--- config.mk ---
export PLATFORM = sky130hd
export DESIGN_NAME = oec_output_enable
export DESIGN_NICKNAME = d
export VERILOG_FILES = /design/src/shared/oec_pkg.sv /design/src/oec_sync.sv /design/src/oec_output_enable.sv
export SDC_FILE = /design/constraint.sdc
export NUM_CORES = 1
export LEC_CHECK = 0
export BUFFER_PORTS_ARGS = -buffer_cell sky130_fd_sc_hd__buf_2
export CAP_MARGIN = 20
export CELL_PAD_IN_SITES_DETAIL_PLACEMENT = 0
export CELL_PAD_IN_SITES_GLOBAL_PLACEMENT = 1
export CORE_MARGIN = 2
export CORE_UTILIZATION = 29
export DETAILED_ROUTE_END_ITERATION = 10
export GPL_ROUTABILITY_DRIVEN = 0
export PLACE_DENSITY_LB_ADDON = 0.1
export SLEW_MARGIN = 20
export SYNTH_ARGS = -nofsm -noshare
export SYNTH_HDL_FRONTEND = slang
export SYNTH_SLANG_ARGS = --single-unit
--- constraint.sdc ---
create_clock -name mclk -period 1.9 [get_ports mclk]
set_input_delay 0.095 -clock mclk [delete_from_list [all_inputs] [get_ports mclk]]
set_output_delay 0.095 -clock mclk [all_outputs]
set_load 0.01 [all_outputs]
--- src/shared/oec_pkg.sv ---
// Purpose: constants shared by the output enable control block
// Assumes: APB slave with 8-bit byte address and 32-bit data
// Notes:   enable flags sit in bit 0 of their own word
`default_nettype none
package oec_pkg;

  // register byte offsets
  localparam logic [7:0] OEC_REC1_OFS = 8'h00;
  localparam logic [7:0] OEC_REC2_OFS = 8'h04;
  localparam logic [7:0] OEC_REF_OFS  = 8'h08;
  localparam logic [7:0] OEC_TRIG_OFS = 8'h0C;
  localparam logic [7:0] OEC_STAT_OFS = 8'h10;
  localparam logic [7:0] OEC_MASK_OFS = 8'h14;
  localparam logic [7:0] OEC_ERR_OFS  = 8'h18;
  localparam logic [7:0] OEC_SENS_OFS = 8'h1C;

  // enable flags: record 1, record 2, reference source, trigger
  localparam int         OEC_NUM_EN   = 4;
  localparam int         OEC_EN_REC1  = 0;
  localparam int         OEC_EN_REC2  = 1;
  localparam int         OEC_EN_REF   = 2;
  localparam int         OEC_EN_TRIG  = 3;
  localparam logic [7:0] OEC_EN_OFS [OEC_NUM_EN] = '{
    OEC_REC1_OFS, OEC_REC2_OFS, OEC_REF_OFS, OEC_TRIG_OFS};
  localparam int         OEC_EN_BIT   = 0;
  localparam logic       OEC_EN_RST   = 1'b0;

  // status and mask fields
  localparam int         OEC_ST_W        = 2;
  localparam int         OEC_ST_CONFLICT = 0;
  localparam int         OEC_ST_TRIG     = 1;
  localparam logic [1:0] OEC_ST_RST      = 2'h0;
  localparam logic [1:0] OEC_MASK_RST    = 2'h0;

  // settings conflict code, -221 as 32-bit two's complement
  localparam logic [31:0] OEC_ERR_CONFLICT = 32'hFFFFFF23;
  localparam logic [31:0] OEC_ERR_NONE     = 32'h00000000;

  // sensing pin bit positions in the synchroniser bus
  localparam int OEC_SN_W       = 4;
  localparam int OEC_SN_TMODE   = 0;
  localparam int OEC_SN_SETTLED = 1;
  localparam int OEC_SN_AVGONLY = 2;
  localparam int OEC_SN_EXTSRC  = 3;

endpackage
`default_nettype wire

--- src/oec_sync.sv ---
// Purpose: two-flop synchroniser for a bus of independent levels
// Assumes: each bit is a slow level; no word coherence is needed
// Notes:   first stage is read only by the second stage
`timescale 1ns/1ps
`default_nettype none
module oec_sync #(
  parameter int W = 4
) (
  // clock and reset
  input  wire logic         mclk,
  input  wire logic         rstn,
  // levels
  input  wire logic [W-1:0] din,
  output logic      [W-1:0] dout
);

  logic [W-1:0] stage1;

  // one pair of flops per bit
  for (genvar i = 0; i < W; i++) begin : g_bit
    always_ff @(posedge mclk or negedge rstn) begin
      if (!rstn) begin
        stage1[i] <= 1'b0;
        dout[i]   <= 1'b0;
      end else begin
        stage1[i] <= din[i];
        dout[i]   <= stage1[i];
      end
    end
  end

endmodule
`default_nettype wire

--- src/oec_output_enable.sv ---
// Purpose: enable flags for record, reference and trigger outputs
// Assumes: APB master per protocol; sensing pins are asynchronous
// Notes:   each transfer has one wait state; registers are word wide
//
// What this block does
// - two record outputs each have an enable flag set by a write.
// - reset clears both record output enables.
// - reading a record enable returns 1 when on, 0 when off.
// - reference source output has one enable flag set by a write.
// - reset clears the reference source enable.
// - reading the reference enable returns 1 when on, 0 when off.
// - trigger output has one enable flag set by a write.
// - in triggered average mode trigger asserts only once settled.
// - reset clears the trigger output enable.
// - reading the trigger enable returns 1 when on, 0 when off.
// - trigger with average-only sensor, non-external source flags -221.
//
// Decided for this implementation: register access over APB and the register addresses.
`timescale 1ns/1ps
`default_nettype none
module oec_output_enable
  import oec_pkg::*;
(
  // clock and reset
  input  wire logic        mclk,
  input  wire logic        rstn,
  // apb slave
  input  wire logic        psel,
  input  wire logic        penable,
  input  wire logic        pwrite,
  input  wire logic [7:0]  paddr,
  input  wire logic [31:0] pwdata,
  input  wire logic [3:0]  pstrb,
  output logic             pready,
  output logic      [31:0] prdata,
  output logic             pslverr,
  // sensing subsystem pins
  input  wire logic        trig_avg_mode,
  input  wire logic        meas_settled,
  input  wire logic        avg_only_sensor,
  input  wire logic        trig_src_external,
  // auxiliary output controls
  output logic             rec1_en,
  output logic             rec2_en,
  output logic             reference_source_en,
  output logic             trig_out,
  // interrupt
  output logic             irq
);

  logic [OEC_NUM_EN-1:0] en_flag;
  logic [OEC_SN_W-1:0]   sense;
  logic [OEC_ST_W-1:0]   status;
  logic [OEC_ST_W-1:0]   next_status;
  logic [OEC_ST_W-1:0]   mask;
  logic [OEC_ST_W-1:0]   events;
  logic [OEC_ST_W-1:0]   st_clear;
  logic [31:0]           next_rdata;
  logic                  next_err;
  logic                  access;
  logic                  wr_fire;
  logic                  wr_lane0;
  logic                  conflict_now;
  logic                  conflict_q;
  logic                  next_trig;
  logic                  trig_q;
  logic                  first_cyc;

  // sensing pins cross into the mclk domain
  oec_sync #(
    .W (OEC_SN_W)
  ) u_sync (
    .mclk (mclk),
    .rstn (rstn),
    .din  ({trig_src_external, avg_only_sensor,
            meas_settled, trig_avg_mode}),
    .dout (sense)
  );

  // bus phases: first access cycle, then the completing one
  assign access   = psel && penable && !pready;
  assign wr_fire  = psel && penable && pready && pwrite;
  assign wr_lane0 = wr_fire && pstrb[0];

  // one wait state per transfer
  always_ff @(posedge mclk or negedge rstn) begin
    if (!rstn) begin
      pready <= 1'b0;
    end else begin
      pready <= access;
    end
  end

  // enable flags, one per auxiliary output
  for (genvar i = 0; i < OEC_NUM_EN; i++) begin : g_en
    always_ff @(posedge mclk or negedge rstn) begin
      if (!rstn) begin
        en_flag[i] <= OEC_EN_RST;
      end else if (wr_lane0 && paddr == OEC_EN_OFS[i]) begin
        en_flag[i] <= pwdata[OEC_EN_BIT];
      end
    end
  end

  // record and reference flags drive their output controls directly
  assign rec1_en             = en_flag[OEC_EN_REC1];
  assign rec2_en             = en_flag[OEC_EN_REC2];
  assign reference_source_en = en_flag[OEC_EN_REF];

  // trigger held back in triggered average mode until settled
  assign next_trig = en_flag[OEC_EN_TRIG] &&
                     (!sense[OEC_SN_TMODE] ||
                      sense[OEC_SN_SETTLED]);

  always_ff @(posedge mclk or negedge rstn) begin
    if (!rstn) begin
      trig_q <= 1'b0;
    end else begin
      trig_q <= next_trig;
    end
  end

  assign trig_out = trig_q;

  // trigger use with an average-only sensor and internal source
  assign conflict_now = en_flag[OEC_EN_TRIG] &&
                        sense[OEC_SN_AVGONLY] &&
                        !sense[OEC_SN_EXTSRC];

  always_ff @(posedge mclk or negedge rstn) begin
    if (!rstn) begin
      conflict_q <= 1'b0;
    end else begin
      conflict_q <= conflict_now;
    end
  end

  // events: conflict begins, trigger output rises
  always_comb begin
    events                  = '0;
    events[OEC_ST_CONFLICT] = conflict_now && !conflict_q;
    events[OEC_ST_TRIG]     = next_trig && !trig_q;
  end

  // sticky status, write one to clear, a new event wins
  always_comb begin
    st_clear = '0;
    if (wr_lane0 && paddr == OEC_STAT_OFS) begin
      st_clear = pwdata[OEC_ST_W-1:0];
    end
    next_status = (status & ~st_clear) | events;
  end

  always_ff @(posedge mclk or negedge rstn) begin
    if (!rstn) begin
      status <= OEC_ST_RST;
    end else begin
      status <= next_status;
    end
  end

  // interrupt mask
  always_ff @(posedge mclk or negedge rstn) begin
    if (!rstn) begin
      mask <= OEC_MASK_RST;
    end else if (wr_lane0 && paddr == OEC_MASK_OFS) begin
      mask <= pwdata[OEC_ST_W-1:0];
    end
  end

  // level interrupt while an unmasked status bit is set
  always_ff @(posedge mclk or negedge rstn) begin
    if (!rstn) begin
      irq <= 1'b0;
    end else begin
      irq <= |(next_status & mask);
    end
  end

  // read decode, unmapped addresses answer with an error
  always_comb begin
    next_rdata = '0;
    next_err   = 1'b0;
    case (paddr)
      OEC_REC1_OFS: begin
        next_rdata[OEC_EN_BIT] = en_flag[OEC_EN_REC1];
      end
      OEC_REC2_OFS: begin
        next_rdata[OEC_EN_BIT] = en_flag[OEC_EN_REC2];
      end
      OEC_REF_OFS: begin
        next_rdata[OEC_EN_BIT] = en_flag[OEC_EN_REF];
      end
      OEC_TRIG_OFS: begin
        next_rdata[OEC_EN_BIT] = en_flag[OEC_EN_TRIG];
      end
      OEC_STAT_OFS: begin
        next_rdata[OEC_ST_W-1:0] = status;
      end
      OEC_MASK_OFS: begin
        next_rdata[OEC_ST_W-1:0] = mask;
      end
      OEC_ERR_OFS: begin
        next_rdata = status[OEC_ST_CONFLICT] ?
                     OEC_ERR_CONFLICT : OEC_ERR_NONE;
      end
      OEC_SENS_OFS: begin
        next_rdata[OEC_SN_W:0] = {sense, conflict_now};
      end
      default: begin
        next_err = 1'b1;
      end
    endcase
  end

  // read data and error captured in the wait state
  always_ff @(posedge mclk or negedge rstn) begin
    if (!rstn) begin
      prdata  <= '0;
      pslverr <= 1'b0;
    end else if (access) begin
      prdata  <= pwrite ? '0 : next_rdata;
      pslverr <= next_err;
    end else begin
      pslverr <= 1'b0;
    end
  end

  // marks the first cycle after reset release, for checks only
  always_ff @(posedge mclk or negedge rstn) begin
    if (!rstn) begin
      first_cyc <= 1'b1;
    end else begin
      first_cyc <= 1'b0;
    end
  end
endmodule
`default_nettype wire

======== After elaboration in Yosys (flattened, before gate mapping) ========
Cells that the tools add are included.
storage, ports and cells
  input bits .............................. 53
  word-level logic and storage cells ...... 65
  flip-flop bits (word level) ............. 53
  output and inout port bits .............. 39
operators by class
  bitwise operators ....................... 4
  multiplexer cells ....................... 9
  reduce and logical (&&, ||, !) cells .... 25
  equality and inequality tests ........... 7
operator list
  kind                  number
  $mux W32              2
  $eq A8 B5 Y1 const B  4
  $mux W27              1
  $eq A8 B4 Y1 const B  2
  $logic_and A1 B1 Y1   16
  $eq A8 B3 Y1 const B  1
  $logic_not A8 Y1      1
  $pmux W1 S8           1
  $reduce_or A8 Y1      1
  $pmux W3 S2           1
  $logic_not A1 Y1      5
  $and A2 B2 Y2         2
  $pmux W1 S4           1
  $mux W1               2
  $mux W2               1
  $not A2 Y2            1
  $or A2 B2 Y2          1
  $reduce_or A2 Y1      1
  $logic_or A1 B1 Y1    1

======== Longest topological paths before layout ========
  depth after elaboration ................. 11
  depth in mapped cells ................... 5

======== Cells and area by module ========
A second synthesis with hierarchy kept.
unflattened totals
  cell total of the unflattened synthesis .. 126
  area total of the unflattened synthesis .. 1386.3 µm²
modules (own cells, without submodules)
  module             cells each  sequential area each (µm²)  area an instance (µm²)  times used
  oec_output_enable  118         475.5                       1186.1                  1
  oec_sync           8           200.2                       200.2                   1

======== Least setup slack after synthesis ========
Ideal clock, no wire load.
  kind .................................... flip-flop to flip-flop
  from .................................... register pready
  to ...................................... register en_flag[2], in the netlist reference_source_en
  required time ........................... 1.772 ns
  library setup time ...................... 0.128 ns
  cell stages (with the launch flop) ...... 5
  arrival time ............................ 1.542 ns
  slack ................................... 0.231 ns
  path through ............................ dfrtp_1 -> nand2_1 -> or4_4 -> nor4_1 -> mux2_1
between the ends
  cells in the longest elaborated chain, start to end .. 4
RTL lines
  element                            RTL line                  source
  start: declaration                 oec_output_enable.sv:34   output logic pready,
  start signal: assignment           oec_output_enable.sv:90   pready <= access;
  $logic_and A1 B1 Y1 (2 in series)  oec_output_enable.sv:82   assign wr_fire = psel && penable && pready && pwrite;
  $logic_and A1 B1 Y1                oec_output_enable.sv:83   assign wr_lane0 = wr_fire && pstrb[0];
  $logic_and A1 B1 Y1                oec_output_enable.sv:99   end else if (wr_lane0 && paddr == OEC_EN_OFS[i]) begin
  end signal: indexed assignment     oec_output_enable.sv:100  en_flag[i] <= pwdata[OEC_EN_BIT];
  end: declaration                   oec_output_enable.sv:51   logic [OEC_NUM_EN-1:0] en_flag;
Every way passes these cells.
A chain may end at the register's enable or synchronous reset.

======== Worst setup path after layout ========
  from .................................... register pready
  to ...................................... register en_flag[3]
The elaborated chain is that of the path after synthesis.

==> summary.txt <==
Layout
  • Final nets: 218
  • Reg area: 675.6 µm²
  • Layout cell share with drive strength beyond 1: 41.46%
  • Core Util, Final: 36.62%
  • Footprint of the multi-input gates: 427.9 µm²
  • Fin area: 0.001605 mm²
  • Filler Cell Count: 457
  • P&R area growth vs syn: 20.02%
  • Non-Filler Instances: 216
  • Antenna diodes: 0

Timing
  • Final Hold Viols: 0
  • Final slew viol count: 0
  • Final hold slack: 0.09524 ns
  • RSZ-0062 raised after global routing: no
  • Tightest Pin Transition: 0.5956 ns
  • Final critical-path share of the clock period: 91.70%
  • Fmax: 0.5739 GHz
  • Final Setup Violations: 0
  • Tmin final: 1.742 ns
  • Slew headroom: 60.29%
  • Clock skew: 0.003506 ns
  • Post-route setup TNS: 0 ns
  • Final worst-path setup slack: 0.1577 ns

Floorplanning
  • Die width: 71.92 µm
  • Die area: 0.005172 mm²
  • IO Pins: 92
  • Core outline area: 0.004384 mm²
  • Core Rows: 24
  • Die Span Y: 71.92 µm
  • Initial Util: 30.51%

Clock network
  • Num CTS Buffers: 3
  • Clock root buffer: clkbuf_8
  • Clock Sinks: 27
  • Post-CTS setup buffers: 0
  • Max clock buf depth: 2
  • H-tree Lvls: 1
  • CTS tree: yes
  • Clk pin slew, worst setup/hold paths: 0.10 ns
  • Worst-skew pair later-pin latency: 0.27 ns
  • Hold_buf cts: 5
  • Post-CTS sizing: 0

Placed design
  • IO buf count: 56
  • DP Cell Count: 207
  • Placed inst area: 0.001505 mm²
  • DP HPWL: 2.223 mm
  • Place WS: 0.02009 ns

Min path
  • Hold WC Path Type: in2reg

Setup path
  • CP max FO: 4
  • R2r setup slk: 0.16 ns
  • Worst setup SP type: flip-flop
  • Worst Path Required: 2.06 ns
  • WP data arrival: 1.90 ns
  • CP Capture Type: flip-flop
  • Kind of critical path: reg2reg

Pwr
  • Design Power: 1.022 mW
  • Net Sw Frac: 23.71%
  • Net Switching: 0.2423 mW
  • Pwr per Cell Area: 636.7 mW/mm²
  • Comb power frac: 8.9%
  • Sequential share of power: 57.9%
  • Clock power frac: 33.3%
  • Internal power: 0.7797 mW
  • Pleak: 0.8874 nW
  • Worst ir drop on vdd: 375.1 µV

Synth
  • Synth Instances: 122
  • Cell Area, Synth: 0.001338 mm²
  • Synth Area per Inst: 10.96 µm²
  • Synthesized flop and latch total: 27
  • Yosys warning count: 0
  • Register area share after synthesis: 50.51%
  • Post-synth cell types: 32

Detailed routing
  • DRC: 0
  • Detailed Route WL: 2.931 mm
  • DRT Pass-1 Iters: 4
  • Detail Route Antenna Nets: 0
  • Drt wl/cell: 13.57 µm
  • 1st-iter DRT viols: 38
  • Via count: 978
  • Via density: 4.528

GRT
  • Vias in the first global route: 926
  • Largest net degree at the start of global routing: 28
  • Tot GR Track Use: 11.62%
  • Global route overflow: 0
  • First-pass GRT wire length: 4.664 mm
  • Number of antenna violations at the first check in global routing: 0

Run
  • Max-cap viol count: 0

Status
  • Status: complete, no violations
-- final timing paths --
| kind | from | to | cells past startpoint |
|---|---|---|---|
| hold / removal | pwdata[1] | mask[1] | 2 |
| max in group asynchronous | rstn | rec2_en | 2 |
| setup / recovery | pready | en_flag[3] | 4 |
| hold reg to reg | u_sync.stage1[2] | u_sync.dout[2] | 0 |
| min in group asynchronous | rstn | prdata[0] | 2 |
| setup reg to reg | pready | en_flag[3] | 4 |
-- cell usage after synthesis --
cell type,instances,area (µm²)
o31ai_1,1,7.510
mux4_1,1,26.28
a22o_1,4,35.03
nor2_1,7,26.28
a21boi_0,1,7.510
mux2_1,4,45.04
or3_1,1,6.260
conb_1,1,3.750
nor3_1,2,10.01
o21ai_0,4,20.02
nand2_1,7,26.28
mux2i_1,3,30.03
inv_1,7,26.28
nor4_1,4,25.02
buf_6,1,11.26
nand4_1,1,6.260
a21o_1,1,7.510
nand4b_1,1,8.760
a21oi_1,1,5.000
buf_4,26,195.2
o2bb2ai_1,1,8.760
nand2b_1,1,6.260
dfrtp_1,27,675.7
nor4b_1,1,8.760
o211ai_1,1,7.510
buf_2,1,5.000
nand3b_1,2,15.01
or4_4,2,22.52
nand3_1,3,15.01
mux2_2,2,22.52
and3_1,1,6.260
or4_1,2,15.01
-- power by group through the flow --
stage | Combinational [mW] | Clock [mW] | Sequential, mW
6_report | 0.0905 | 0.340 | 0.591
4_1_cts | 0.0924 | 0.362 | 0.592
2_1_floorplan | 0.0332 | 0 | 0.604
3_3_place_gp | 0.0836 | 0 | 0.603
5_1_grt | 0.102 | 0.394 | 0.593
3_5_place_dp | 0.0842 | 0 | 0.603
-- sequential cells by signal, summed over array words and instances (netlist names) --
signal and flops:
mask 2, reference_source_en 1, rec2_en 1, status 2
prdata 6, u_sync.dout 4, pready 1, pslverr 1
trig_out 1, irq 1, en_flag 1, u_sync.stage1 4
conflict_q 1, rec1_en 1
-- worst max-delay path, cell delays in order (launching register included) --
cell and delay, ns:
dfrtp_1 0.36, nand2_1 0.09, or4_4 0.55, nor4_1 0.27, mux2_1 0.36
-- cells by family after synthesis --
family | Yosys count | share of synthesized area (%)
AND/OR/NAND/NOR | 35 | 14.78
buffers and inverters | 35 | 17.77
flip-flops | 27 | 50.51
other | 1 | 0.2804
multiplexers | 10 | 9.261
AO/OA/AOI/OAI | 14 | 7.390
-- metal layers --
layer / up-vias / wire length [µm] / share of wire, % / GRT usage [%]
li1: 479 / - / - / -
met5: - / 0 / 0 / 0
met2: 39 / 1320 / 45 / 17.49
met4: 0 / 25 / 0.85 / 2.935
met3: 4 / 219 / 7.5 / 3.889
met1: 456 / 1365 / 47 / 16.21
-- layout make-up --
type	instances	area share, %
Multi-Input combinational cell	61	26.66
Sequential cell	27	42.09
Clock inverter	1	0.5456
Tap cell	52	4.053
Clock buffer	3	2.572
Inverter	7	1.637
Timing Repair Buffer	65	22.45
-- layout by cell type, fill, tap and decap left out, types with 2 or more instances in the layout --
cell | netlist | layout
nand3_1 | 3 | 3
o21ai_0 | 4 | 4
nor2_1 | 7 | 7
mux2_2 | 2 | 2
dfrtp_1 | 27 | 27
nand3b_1 | 2 | 2
nor4_1 | 4 | 4
clkbuf_8 | 0 | 3
or4_1 | 2 | 2
nand2_1 | 7 | 7
or4_4 | 2 | 2
mux2_1 | 4 | 4
dlygate4sd3_1 | 0 | 5
buf_4 | 26 | 4
a22o_1 | 4 | 4
inv_1 | 7 | 7
mux2i_1 | 3 | 3
nor3_1 | 2 | 2
conb_1 | 1 | 2
buf_2 | 1 | 56
Power figures use the tool's default switching activity.
